==> src/rtl/lbr_pkg.sv <==
// Package for the last branch recorder: register indices, control
// field positions, widths and reset values.
// Assumes one core clock and a synchronous active-low core reset.
package lbr_pkg;

  // Register index carried by the privileged read and write instructions
  localparam int         LBR_IDX_W      = 3;
  localparam logic [2:0] LBR_IDX_CTRL   = 3'h0;
  localparam logic [2:0] LBR_IDX_BR_SRC = 3'h1;
  localparam logic [2:0] LBR_IDX_BR_TGT = 3'h2;
  localparam logic [2:0] LBR_IDX_EX_SRC = 3'h3;
  localparam logic [2:0] LBR_IDX_EX_TGT = 3'h4;

  // Data and record widths, breakpoint pin count
  localparam int LBR_DATA_W = 32;
  localparam int LBR_PINS   = 4;

  // Control field positions
  localparam int LBR_CTRL_W     = 7;
  localparam int LBR_BIT_REC    = 0;
  localparam int LBR_BIT_STEP   = 1;
  localparam int LBR_BIT_PIN_LO = 2;
  localparam int LBR_BIT_PIN_HI = 5;
  localparam int LBR_BIT_MSG    = 6;

  // Privilege level allowed to write control
  localparam logic [1:0] LBR_PRIV_TOP = 2'h0;

  // Reset values
  localparam logic [LBR_CTRL_W-1:0] LBR_CTRL_RST = 7'h00;
  localparam logic [LBR_DATA_W-1:0] LBR_REC_RST  = 32'h0000_0000;
  localparam logic [LBR_PINS-1:0]   LBR_PIN_IDLE = 4'hf;

endpackage : lbr_pkg

==> src/rtl/lbr_recorder.sv <==
// Last branch recorder: debug control register, four record registers,
// branch stepping, breakpoint pin reporting and branch trace messages.
// Assumes event inputs are one-cycle strobes from the core pipeline,
// all synchronous to i_sys_clk, and offsets already code-segment based.

`timescale 1ns/100ps

module lbr_recorder
  import lbr_pkg::*;
(
  // Clock and reset
  input  wire logic                  i_sys_clk,
  input  wire logic                  i_reset_n,
  // Privileged register read and write
  input  wire logic                  i_reg_wr,
  input  wire logic                  i_reg_rd,
  input  wire logic [LBR_IDX_W-1:0]  i_reg_idx,
  input  wire logic [LBR_DATA_W-1:0] i_reg_wdata,
  input  wire logic [1:0]            i_priv_level,
  input  wire logic                  i_real_mode,
  output logic [LBR_DATA_W-1:0]      o_reg_rdata,
  output logic                       o_reg_ack,
  output logic                       o_reg_fault,
  // Control transfer events, offsets within the code segment
  input  wire logic                  i_branch_taken,
  input  wire logic [LBR_DATA_W-1:0] i_branch_src,
  input  wire logic [LBR_DATA_W-1:0] i_branch_tgt,
  input  wire logic                  i_exc_taken,
  input  wire logic [LBR_DATA_W-1:0] i_exc_src,
  input  wire logic [LBR_DATA_W-1:0] i_exc_tgt,
  input  wire logic                  i_debug_exception,
  // Single stepping
  input  wire logic                  i_single_step_flag,
  input  wire logic                  i_insn_retire,
  output logic                       o_step_trap,
  // Breakpoint and performance reporting
  input  wire logic [LBR_PINS-1:0]   i_bp_match,
  input  wire logic [LBR_PINS-1:0]   i_perf_event,
  output logic [LBR_PINS-1:0]        o_breakpoint_pin_n,
  // Branch trace messages
  output logic                       o_msg_valid,
  output logic [LBR_DATA_W-1:0]      o_msg_src,
  output logic [LBR_DATA_W-1:0]      o_msg_tgt,
  // Control state seen by the core
  output logic                       o_record_enable,
  output logic                       o_step_on_branches
);

  logic [LBR_CTRL_W-1:0]  ctrl_ff;
  logic [LBR_CTRL_W-1:0]  nxt_ctrl;
  logic [LBR_DATA_W-1:0]  br_src_ff;
  logic [LBR_DATA_W-1:0]  br_tgt_ff;
  logic [LBR_DATA_W-1:0]  ex_src_ff;
  logic [LBR_DATA_W-1:0]  ex_tgt_ff;
  logic [LBR_DATA_W-1:0]  rdata_ff;
  logic [LBR_DATA_W-1:0]  nxt_rdata;
  logic                   ack_ff;
  logic                   fault_ff;
  logic [LBR_PINS-1:0]    pin_n_ff;
  logic [LBR_PINS-1:0]    nxt_pin_n;
  logic                   msg_valid_ff;
  logic [LBR_DATA_W-1:0]  msg_src_ff;
  logic [LBR_DATA_W-1:0]  msg_tgt_ff;

  // Control field views
  wire logic                record_enable = ctrl_ff[LBR_BIT_REC];
  wire logic                step_branches = ctrl_ff[LBR_BIT_STEP];
  wire logic [LBR_PINS-1:0] pin_select    =
    ctrl_ff[LBR_BIT_PIN_HI:LBR_BIT_PIN_LO];
  wire logic                msg_enable    = ctrl_ff[LBR_BIT_MSG];

  // Write privilege check; a refused write is flagged, never stored
  wire logic priv_ok  = (i_priv_level == LBR_PRIV_TOP) | i_real_mode;
  wire logic ctrl_sel = (i_reg_idx == LBR_IDX_CTRL);
  wire logic ctrl_wr  = i_reg_wr & ctrl_sel & priv_ok;
  wire logic wr_fault = i_reg_wr & ctrl_sel & ~priv_ok;

  // Recording qualifiers; a debug exception suppresses any capture
  wire logic rec_ok   = record_enable & ~i_debug_exception;
  wire logic rec_exc  = rec_ok & i_exc_taken;
  wire logic rec_br   = rec_ok & i_branch_taken & ~i_exc_taken;

  // Debug exception clear wins over a same-cycle software set, so the
  // handler always starts with recording off
  always_comb begin
    nxt_ctrl = ctrl_ff;
    if (ctrl_wr) begin
      nxt_ctrl = i_reg_wdata[LBR_CTRL_W-1:0];
    end
    if (i_debug_exception) begin
      nxt_ctrl[LBR_BIT_REC] = 1'b0;
    end
  end

  // Control register
  always_ff @(posedge i_sys_clk) begin
    if (!i_reset_n) begin
      ctrl_ff <= LBR_CTRL_RST;
    end else begin
      ctrl_ff <= nxt_ctrl;
    end
  end

  // Branch records; exception path loads its own addresses
  always_ff @(posedge i_sys_clk) begin
    if (!i_reset_n) begin
      br_src_ff <= LBR_REC_RST;
      br_tgt_ff <= LBR_REC_RST;
    end else if (rec_exc) begin
      br_src_ff <= i_exc_src;
      br_tgt_ff <= i_exc_tgt;
    end else if (rec_br) begin
      br_src_ff <= i_branch_src;
      br_tgt_ff <= i_branch_tgt;
    end
  end

  // Exception records take the old branch pair before it is replaced
  always_ff @(posedge i_sys_clk) begin
    if (!i_reset_n) begin
      ex_src_ff <= LBR_REC_RST;
      ex_tgt_ff <= LBR_REC_RST;
    end else if (rec_exc) begin
      ex_src_ff <= br_src_ff;
      ex_tgt_ff <= br_tgt_ff;
    end
  end

  // Read mux; unmapped indices and reserved control bits read zero
  always_comb begin
    nxt_rdata = '0;
    case (i_reg_idx)
      LBR_IDX_CTRL:   nxt_rdata[LBR_CTRL_W-1:0] = ctrl_ff;
      LBR_IDX_BR_SRC: nxt_rdata = br_src_ff;
      LBR_IDX_BR_TGT: nxt_rdata = br_tgt_ff;
      LBR_IDX_EX_SRC: nxt_rdata = ex_src_ff;
      LBR_IDX_EX_TGT: nxt_rdata = ex_tgt_ff;
      default:        nxt_rdata = '0;
    endcase
  end

  // Register access answer, one cycle after the request
  always_ff @(posedge i_sys_clk) begin
    if (!i_reset_n) begin
      rdata_ff <= LBR_REC_RST;
      ack_ff   <= 1'b0;
      fault_ff <= 1'b0;
    end else begin
      rdata_ff <= i_reg_rd ? nxt_rdata : rdata_ff;
      ack_ff   <= i_reg_rd | i_reg_wr;
      fault_ff <= wr_fault;
    end
  end

  // Pin drive per channel: breakpoint pulse or performance event
  genvar g;
  generate
    for (g = 0; g < LBR_PINS; g++) begin : g_pin
      // Guard on the current level so a held match still pulses
      assign nxt_pin_n[g] = pin_select[g] ?
        ~(i_bp_match[g] & pin_n_ff[g]) :
        ~i_perf_event[g];

    end
  endgenerate

  // Pins are outputs only; reporting never feeds back into execution
  always_ff @(posedge i_sys_clk) begin
    if (!i_reset_n) begin
      pin_n_ff <= LBR_PIN_IDLE;
    end else begin
      pin_n_ff <= nxt_pin_n;
    end
  end

  // Trace messages; records keep updating but hold no guarantee then
  wire logic msg_fire = msg_enable & (i_branch_taken | i_exc_taken);
  always_ff @(posedge i_sys_clk) begin
    if (!i_reset_n) begin
      msg_valid_ff <= 1'b0;
      msg_src_ff   <= LBR_REC_RST;
      msg_tgt_ff   <= LBR_REC_RST;
    end else begin
      msg_valid_ff <= msg_fire;
      if (msg_fire) begin
        msg_src_ff <= i_exc_taken ? i_exc_src : i_branch_src;
        msg_tgt_ff <= i_exc_taken ? i_exc_tgt : i_branch_tgt;
      end
    end
  end

  // Step trap: taken branches only when branch stepping is on
  assign o_step_trap = i_single_step_flag &
    (step_branches ? i_branch_taken : i_insn_retire);

  // Outputs
  assign o_reg_rdata        = rdata_ff;
  assign o_reg_ack          = ack_ff;
  assign o_reg_fault        = fault_ff;
  assign o_breakpoint_pin_n = pin_n_ff;
  assign o_msg_valid        = msg_valid_ff;
  assign o_msg_src          = msg_src_ff;
  assign o_msg_tgt          = msg_tgt_ff;
  assign o_record_enable    = record_enable;
  assign o_step_on_branches = step_branches;
endmodule : lbr_recorder

==> config.mk <==
export PLATFORM = sky130hd
export DESIGN_NAME = lbr_recorder
export DESIGN_NICKNAME = d
export VERILOG_FILES = /design/src/rtl/lbr_pkg.sv /design/src/rtl/lbr_recorder.sv
export SDC_FILE = /design/constraint.sdc
export NUM_CORES = 1
export LEC_CHECK = 0
export ABC_AREA = 1
export BUFFER_PORTS_ARGS = -buffer_cell sky130_fd_sc_hd__buf_4
export CAP_MARGIN = 0
export CORE_MARGIN = 2
export CORE_UTILIZATION = 28
export CTS_CLUSTER_SIZE = 16
export DETAILED_ROUTE_END_ITERATION = 6
export GPL_TIMING_DRIVEN = 0
export SLEW_MARGIN = 10
export SYNTH_ARGS = -nofsm -noshare
export SYNTH_HDL_FRONTEND = slang
export SYNTH_SLANG_ARGS = --single-unit
==> constraint.sdc <==
create_clock -name i_sys_clk -period 3.6 [get_ports i_sys_clk]
set_input_delay 0.18 -clock i_sys_clk [delete_from_list [all_inputs] [get_ports i_sys_clk]]
set_output_delay 0.18 -clock i_sys_clk [all_outputs]
set_load 0.005 [all_outputs]
=== Yosys cells after proc, flatten, opt, wreduce, memory -nomap -nowiden ===
Index checks and enable logic that the tools add are counted.

* Bits in registers: 238
* Output and inout port bits: 106
* Input bits: 183
* Logic and storage cells: 62

* Equality and inequality tests: 4
* Bitwise logic cells: 28
* Reductions and logical operators: 4
* Muxes and demuxes: 13

{| class="wikitable"
|+ Operators by type and width
! kind !! number
|-
| 32-bit two-way mux || 6
|-
| 25-bit case mux with 4 select lines || 1
|-
| 7-bit case mux with 5 select lines || 1
|-
| 1-bit AND || 13
|-
| 1-bit NOT || 12
|-
| 3-bit by 2-bit equality test with 1-bit output (second input constant) || 2
|-
| 1-bit two-way mux || 5
|-
| 3-bit by 1-bit equality test with 1-bit output (second input constant) || 1
|-
| 3-bit equality test (second input constant) || 1
|-
| 3-bit zero test || 1
|-
| 1-bit bitwise OR || 3
|-
| 2-bit zero test || 1
|-
| 2-bit nonzero test || 1
|-
| 2-bit OR reduction || 1
|}

=== Depth between registers and ports, before layout ===
Gate-level depths: netlist of run 1.

* Depth after elaboration: 6
* Gate-level depth with buffers: 8
* Depth with buffers taken out: 7

=== Worst setup path before layout of run 1 ===
OpenSTA, ideal clock, no wires.

* Path type: reg2reg
* From: register ctrl_ff[0]
* To: register br_src_ff[0]
* Arrival time: 1.131 ns
* Setup time: 0.081 ns
* Clock period less this slack: 1.212 ns
* Data required time: 3.519 ns
* Path slack: 2.388 ns
* Cell stages (with the launch flop): 7
* Path buffers: 2
* Path through: dfxtp_1 > inv_2 > nor2_4 > o21ai_2 > buf_6 > buf_4 > a211oi_2

* Word-level cells in the longest chain between the ends: 4

{| class="wikitable"
|+ Ends and longest elaborated chain
! what !! line !! text
|-
| from (decl) || lbr_recorder.sv:49 || <nowiki>logic [LBR_CTRL_W-1:0] ctrl_ff;</nowiki>
|-
| from (signal assigned) || lbr_recorder.sv:100 || <nowiki>ctrl_ff <= nxt_ctrl;</nowiki>
|-
| 1-bit AND (*) || lbr_recorder.sv:79 || <nowiki>wire logic rec_ok = record_enable & ~i_debug_exception;</nowiki>
|-
| 1-bit AND (2 in a row) || lbr_recorder.sv:81 || <nowiki>wire logic rec_br = rec_ok & i_branch_taken & ~i_exc_taken;</nowiki>
|-
| 2-bit nonzero test (no line) || n/a ||
|-
| to (signal assigned) || lbr_recorder.sv:110 || <nowiki>br_src_ff <= i_exc_src;</nowiki>
|-
| to (signal assigned) || lbr_recorder.sv:113 || <nowiki>br_src_ff <= i_branch_src;</nowiki>
|-
| to (decl) || lbr_recorder.sv:51 || <nowiki>logic [LBR_DATA_W-1:0] br_src_ff;</nowiki>
|}

Mark *: on every way between the ends. The rest lies on a longest branch, timed or not.
A chain may end at the register's enable or synchronous reset.

=== Worst setup path in the final report of run 1 ===
* From: register ctrl_ff[0]
* To: register br_src_ff[12]

The elaborated chain is that of the path after synthesis.

==> results.toml, run 1 <==
[sta]
min_period_ns = 1.95
tightest_slew_ns = 0.864
relSlewSlack_pct = 42.4
rsz0062_at_grt = "false"
setup_viol = 0
finalClockSkew_ns = 0.0253
maxSlewViolCount = 0
fin_tns_setup_ns = 0
period_share_pct = 54.2
final_hold_viol_count = 0
max_freq_ghz = 0.513
timing.final.ws_setup_ns = 1.65

[logic_synthesis]
syn_inst = 1552
ys_ff_latch = 238
ys_warn_count = 0
syn-mean-instance-area_um2 = 7.28
post_synth_num_cell_types = 23
seq_area_frac_synth_pct = 42.2
syn-cell-area_um2 = 11300
syn-num-nets = 1735

[drt]
postRouteAntennaNets = 0
drc = 0
drtPass1Iterations = 5
drt-total-wl_um = 44000
viasPerCell = 4.95
num_vias = 12200
drtIter0Drc = 883
wire_per_inst_um = 17.8

[setup_path]
critPathMaxStageDelay_ns = 0.61
cp_top_family = "simple AND/OR/NAND/NOR gates"
critPathLaunchType = "register"
worstPathCellList = "nand2_1 -> buf_2 -> nand2_1 -> a21oi_1 -> a211oi_2"
cp_num_buf_inv = 1
cp_common_cell = "nand2_1"
arrival_ns = 2.35
critPathCaptureType = "register"
crit_fanout = 10
crit_slowest_cell = "nand2_1"
worstSetupPathType = "register to register"
crit_required_ns = 4.00

[clock_tree]
cts_buffers = 28
worstSkewPairLatency_ns = 0.57
cts_tree = "built"
post-cts-setup-buffer-count = 0
path_clk_slew_ns = 0.06
htree_levels = 1
clock_sinks = 238
cts_buffer_depth = 3
root_buffer = "clkbuf_16"

[power]
power_density_nw_per_um2 = 398
leakage_uw = 0.00690
max-vdd-ir-drop_uv = 370
p_total_uw = 6250

[place]
dp_slack_ns = 1.69
port_buffers = 259
gp_congestion = 0.870
dpl.hpwl_um = 32900

[min_path]
holdCritPathClass = "input pin to register"

[final_layout]
nNetsFinal = 2111
final_util_pct = 39.5
drive_gt1_share_pct = 23.2
fillers = 4113
syn_to_final_growth_pct = 39.1

[grt]
grt_pass1_vias = 11700
antenna_found_initial = 2
grt_start_max_net_pins = 15
grt_pass1_wl_um = 65800
grtUsageTotal_pct = 20.3
grt_overflow_total = 0

[floorplan]
die_y_um = 205
coreArea_um2 = 39700
initial_utilization_pct = 28.4
die_area_um2 = 42000
rows = 73
io_pins = 289
die_w_um = 205

[status]
status = "completed"

[run]
cap_violations = 0
==> sequential cells by signal, indices dropped and copies added, names as in the netlist, 4 cells and up <==
register / flops
ex_tgt_ff: 32
br_src_ff: 32
o_breakpoint_pin_n: 4
o_msg_src: 32
o_msg_tgt: 32
br_tgt_ff: 32
ex_src_ff: 32
ctrl_ff: 7
o_reg_rdata: 32
==> metal layers <==
| layer | wire length, µm | part of all wire (%) | vias to the layer above | global-route usage, % |
|---|---|---|---|---|
| met5 | 0 | 0 | - | 0 |
| met4 | 1380 | 3.1 | 0 | 7.04 |
| met3 | 2910 | 6.6 | 72 | 3.21 |
| met2 | 21000 | 48 | 472 | 34.3 |
| met1 | 18700 | 42 | 5756 | 26.2 |
| li1 | - | - | 5949 | - |
==> final timing paths <==
| path | startpoint | end | slack [ns] | cells past startpoint |
|---|---|---|---|---|
| worst max register to register | ctrl_ff[0]$_SDFFE_PP0P_ | br_src_ff[12]$_SDFFE_PN0P_ | 1.65 | 5 |
| worst min register to register | ex_tgt_ff[5]$_SDFFE_PN0N_ | ex_tgt_ff[5]$_SDFFE_PN0N_ | 0.45 | 2 |
| worst max-delay path | ctrl_ff[0]$_SDFFE_PP0P_ | br_src_ff[12]$_SDFFE_PN0P_ | 1.65 | 5 |
| worst min-delay path | i_exc_tgt[17] | o_msg_tgt[17]$_SDFFE_PN0P_ | 0.03 | 5 |
==> per-stage QoR <==
| step | area, µm² | std cells | hold WS [ns] |
|---|---|---|---|
| detailed placement | 13900 | 2336 | 0.371 |
| global route | 15700 | 2475 | 0.0467 |
| CTS | 15700 | 2473 | 0.00139 |
| floorplan | 11300 | 1552 | 0.280 |
| global placement | 13900 | 2336 | 0.364 |
| finish | 15700 | 2475 | 0.0258 |
==> repair_timing <==
action                                 4_1_cts  5_1_grt
endpoints found under the hold margin       76        0
resized for setup                            0        0
hold buffers                                87        0
setup endpoints to repair                    0        0
==> cell usage in the layout (no fill, tap or decap), drive strengths merged <==
cell type | synthesis | routed
a211oi | 64 | 64
a21oi | 166 | 166
buf | 87 | 346
bufinv | 0 | 3
clkbuf | 43 | 84
clkinv | 1 | 6
clkinvlp | 0 | 1
dfxtp | 238 | 238
diode | 0 | 2
dlygate4sd3 | 0 | 87
inv | 144 | 144
nand2 | 362 | 362
nand3 | 128 | 128
nand4 | 82 | 82
nor2 | 84 | 84
o21ai | 127 | 127
o21bai | 26 | 26
==> cell usage after synthesis <==
library cell | number | share of area [%]
buf_2 | 59 | 2.6
inv_1 | 139 | 4.6
buf_1 | 9 | 0.30
buf_6 | 10 | 1.0
nand4_1 | 82 | 4.5
nand3_4 | 1 | 0.16
o21ai_2 | 1 | 0.078
nand2_1 | 362 | 12
o21ai_0 | 113 | 5.0
nand3_1 | 127 | 5.6
o21bai_1 | 26 | 1.7
a21oi_1 | 166 | 7.4
nor2_4 | 3 | 0.30
a211oi_1 | 4 | 0.27
nor2_1 | 80 | 2.7
buf_4 | 9 | 0.60
dfxtp_1 | 238 | 42
nor2_2 | 1 | 0.055
clkbuf_1 | 43 | 1.4
inv_2 | 5 | 0.17
clkinv_2 | 1 | 0.044
a211oi_2 | 60 | 6.6
o21ai_1 | 13 | 0.58
==> final cells by class <==
| cell class | instances | area (µm²) | share of cell area [%] |
|---|---|---|---|
| diodes | 2 | 5.00 | 0.0319 |
| plain buffers | 130 | 671 | 4.27 |
| clock buffers | 41 | 810 | 5.15 |
| clock inverters | 9 | 134 | 0.852 |
| inverters | 145 | 546 | 3.47 |
| multi-input cells | 1039 | 5310 | 33.8 |
| flip-flops and latches | 238 | 4760 | 30.3 |
| well taps | 525 | 657 | 4.18 |
| repair buffers | 346 | 2820 | 17.9 |
==> cells by family (layout without fill, tap and decap cells) <==
logic type	Yosys count	count (layout)	share of synthesized area, %
compound gates	383	383	21.7
buf+inv	275	671	10.8
flops	238	238	42.2
other cells	0	2	0
simple gates	656	656	25.4
==> worst reg2reg max path, stage by stage, from the launching register on <==
cell and delay [ns]:
dfxtp_1 0.35, nand2_1 0.61, buf_2 0.38, nand2_1 0.09, a21oi_1 0.30, a211oi_2 0.05
==> power by group <==
group	switching (µW)	total (µW)	internal [µW]
sequential	16.8	2680	2660
combinational	347	633	286
clock	1170	2940	1770
total	1540	6250	4710
Power figures use the tool's default switching activity.
==> inputs of run 2 (changes only) <==
--- a/config.mk
+++ b/config.mk
@@ -5,7 +5,7 @@
 export SDC_FILE = /design/constraint.sdc
 export NUM_CORES = 1
 export LEC_CHECK = 0
-export ABC_AREA = 1
+export ABC_AREA = 0
 export BUFFER_PORTS_ARGS = -buffer_cell sky130_fd_sc_hd__buf_4
 export CAP_MARGIN = 0
 export CORE_MARGIN = 2
==> constraint.sdc (replaced) <==
create_clock -name i_sys_clk -period 1.8 [get_ports i_sys_clk]
set_input_delay 0.09 -clock i_sys_clk [delete_from_list [all_inputs] [get_ports i_sys_clk]]
set_output_delay 0.09 -clock i_sys_clk [all_outputs]
set_load 0.005 [all_outputs]
==> results.toml, run 2 <==
[final_layout]
antennaDiodeCount = 0
nNetsFinal = 1914
layout_commonest_cell = "buf_4"
final_cells = 2283
syn_to_final_growth_pct = 46.0
final_area_um2 = 16800
fillers = 4004
drive_gt1_share_pct = 20.8
layout_common_cells = "262 x buf_4, 238 x dfxtp_1, 197 x nand2_1"

[setup_path]
arrival_ns = 2.22
worstSetupPathType = "register to register"
crit_fanout = 10
reg2reg_depth = 5
crit_required_ns = 2.26
critPathLaunchType = "register"
critPathCaptureType = "register"
r2r_start = "ctrl_ff[0]$_SDFFE_PP0P_"
startpoint = "ctrl_ff[0]$_SDFFE_PP0P_"

[clock_tree]
cts_buffers = 26
cts_buffer_depth = 3
path_clk_slew_ns = 0.06
root_buffer = "clkbuf_16"
worstSkewPairLatency_ns = 0.54
htree_levels = 1
cts_tree = "built"
clock_sinks = 238

[place]
placed_area_um2 = 14100
gp_congestion = 0.901
place_inst = 2055
dp_slack_ns = -0.175
port_buffers = 259
dpl.hpwl_um = 34500

[sta]
min_period_ns = 1.76
tightest_slew_ns = 0.942
maxSlewViolCount = 0
relSlewSlack_pct = 37.2
max_freq_ghz = 0.568
final_hold_viol_count = 0
timing.final.ws_setup_ns = 0.0388
finalClockSkew_ns = 0.0129
rsz0062_at_grt = "false"
period_share_pct = 97.8
setup_viol = 0

[floorplan]
coreArea_um2 = 40700
initial_utilization_pct = 28.3
die_y_um = 207
io_pins = 289
rows = 74
die_w_um = 207
die_area_um2 = 42800

[logic_synthesis]
syn_inst = 1264
seq_area_frac_synth_pct = 41.3
syn-num-nets = 1447
async_reset_ff_share_pct = 0
ys_warn_count = 0
synth_top_area_share_pct = 41.3
synth_flop_cell = "dfxtp_1"
syn-mean-instance-area_um2 = 9.13
post_synth_num_cell_types = 40
synth_edf_count = 0
yosysTopAreaCell = "dfxtp_1"
synthTopCellsByArea = "dfxtp_1 41%, a21boi_1 8.7%, nand2_1 6.4%"
synth.top_cells.by_count = "238 x dfxtp_1, 197 x nand2_1, 134 x a21boi_1"
syn-cell-area_um2 = 11500
yosysMostFrequentCell = "dfxtp_1"
ys_ff_latch = 238

[run]
cap_violations = 0

[drt]
drtPass1Iterations = 5
num_vias = 11500
postRouteAntennaNets = 0
wire_per_inst_um = 19.9
drt-total-wl_um = 45400
drtIter0Drc = 657
drc = 0
viasPerCell = 5.06

[power]
max-vdd-ir-drop_uv = 597
leakage_uw = 0.00734
power_density_nw_per_um2 = 729

[min_path]
min-delay-start = "i_branch_src[10]"
whs_path_depth = 3
holdCritPathClass = "input pin to register"

[grt]
grt_pass1_vias = 11600
grtUsageTotal_pct = 20.7
antenna_found_initial = 0
grt_pass1_wl_um = 68600
grt_start_max_net_pins = 14
grt_overflow_total = 0

[status]
status = "completed"
-- run 2: cell types whose count changed after synthesis, sizes merged, moves of 65 or more --
| cell | change |
|---|---|
| nand4 | -82 |
| nand3 | -117 |
| nand2b | +66 |
| nand2 | -165 |
| a21boi | +134 |
| inv | -140 |
| a21oi | -134 |
| mux2i | +65 |
| nor2 | -81 |
-- run 2: cell families after synthesis --
family                 count (synthesis)  synth area share (%)
AOI/OAI and AO/OA                    440                  29.7
and+or+nand+nor                      370                  16.7
buffers and inverters                137                  5.27
DFF                                  238                  41.3
muxes                                 79                  7.01
-- run 2: final timing paths --
check,slack (ns),end
hold reg to reg,0.45,ex_src_ff[22]$_SDFFE_PN0N_
hold / removal,0.01,br_src_ff[10]$_SDFFE_PN0P_
setup / recovery,0.04,br_src_ff[11]$_SDFFE_PN0P_
setup reg to reg,0.04,br_src_ff[11]$_SDFFE_PN0P_
-- run 2: per-layer routing --
layer	global-route usage, %	part of all wire (%)
met1	27.2	44
met2	35.1	47
met3	2.98	5.6
met4	6.51	3.0
met5	0	0
-- run 2: layout make-up --
type                    instances  area [µm²]  area share [%]
plain buffers                 133         612            3.63
clock buffers                  41         808            4.80
clock inverters                 7        66.3           0.394
inverters                       4        15.0          0.0891
multi-input cells             889        6170            36.6
flip-flops and latches        238        4760            28.3
well taps                     532         666            3.95
repair buffers                439        3750            22.2
-- run 2: what timing repair did --
action	in CTS	in global routing
gates cloned	0	0
resized for setup	8	10
hold buffers	180	0
endpoints found under the hold margin	131	0
setup buffers	0	0
endpoints found under the setup margin	48	35
-- run 2: power breakdown --
group / leakage, µW / switching, µW / internal, µW
Clock: 0.000431 / 2200 / 3210
Sequential: 0.00192 / 25.8 / 5310
Combinational: 0.00499 / 710 / 821
Total: 0.00734 / 2930 / 9340
-- run 2: critical path, cell delays in order (launching register included) --
cell       delay [ns]
dfxtp_1          0.51
nor2b_1          0.18
buf_4            0.24
buf_2            0.28
o2111ai_1        0.26
a21boi_1         0.20
-- run 2: metrics by stage --
stage	setup TNS [ns]	power [µW]	util [%]	hold WS (ns)
after floorplan	0	5990	-	0.200
after global placement	-0.595	6580	34.7	0.319
after detailed placement	-1.55	6600	34.7	0.319
after CTS	0	12300	41.3	0.00407
after global routing	0	12700	41.3	0.0219
final	0	12300	41.3	0.00960
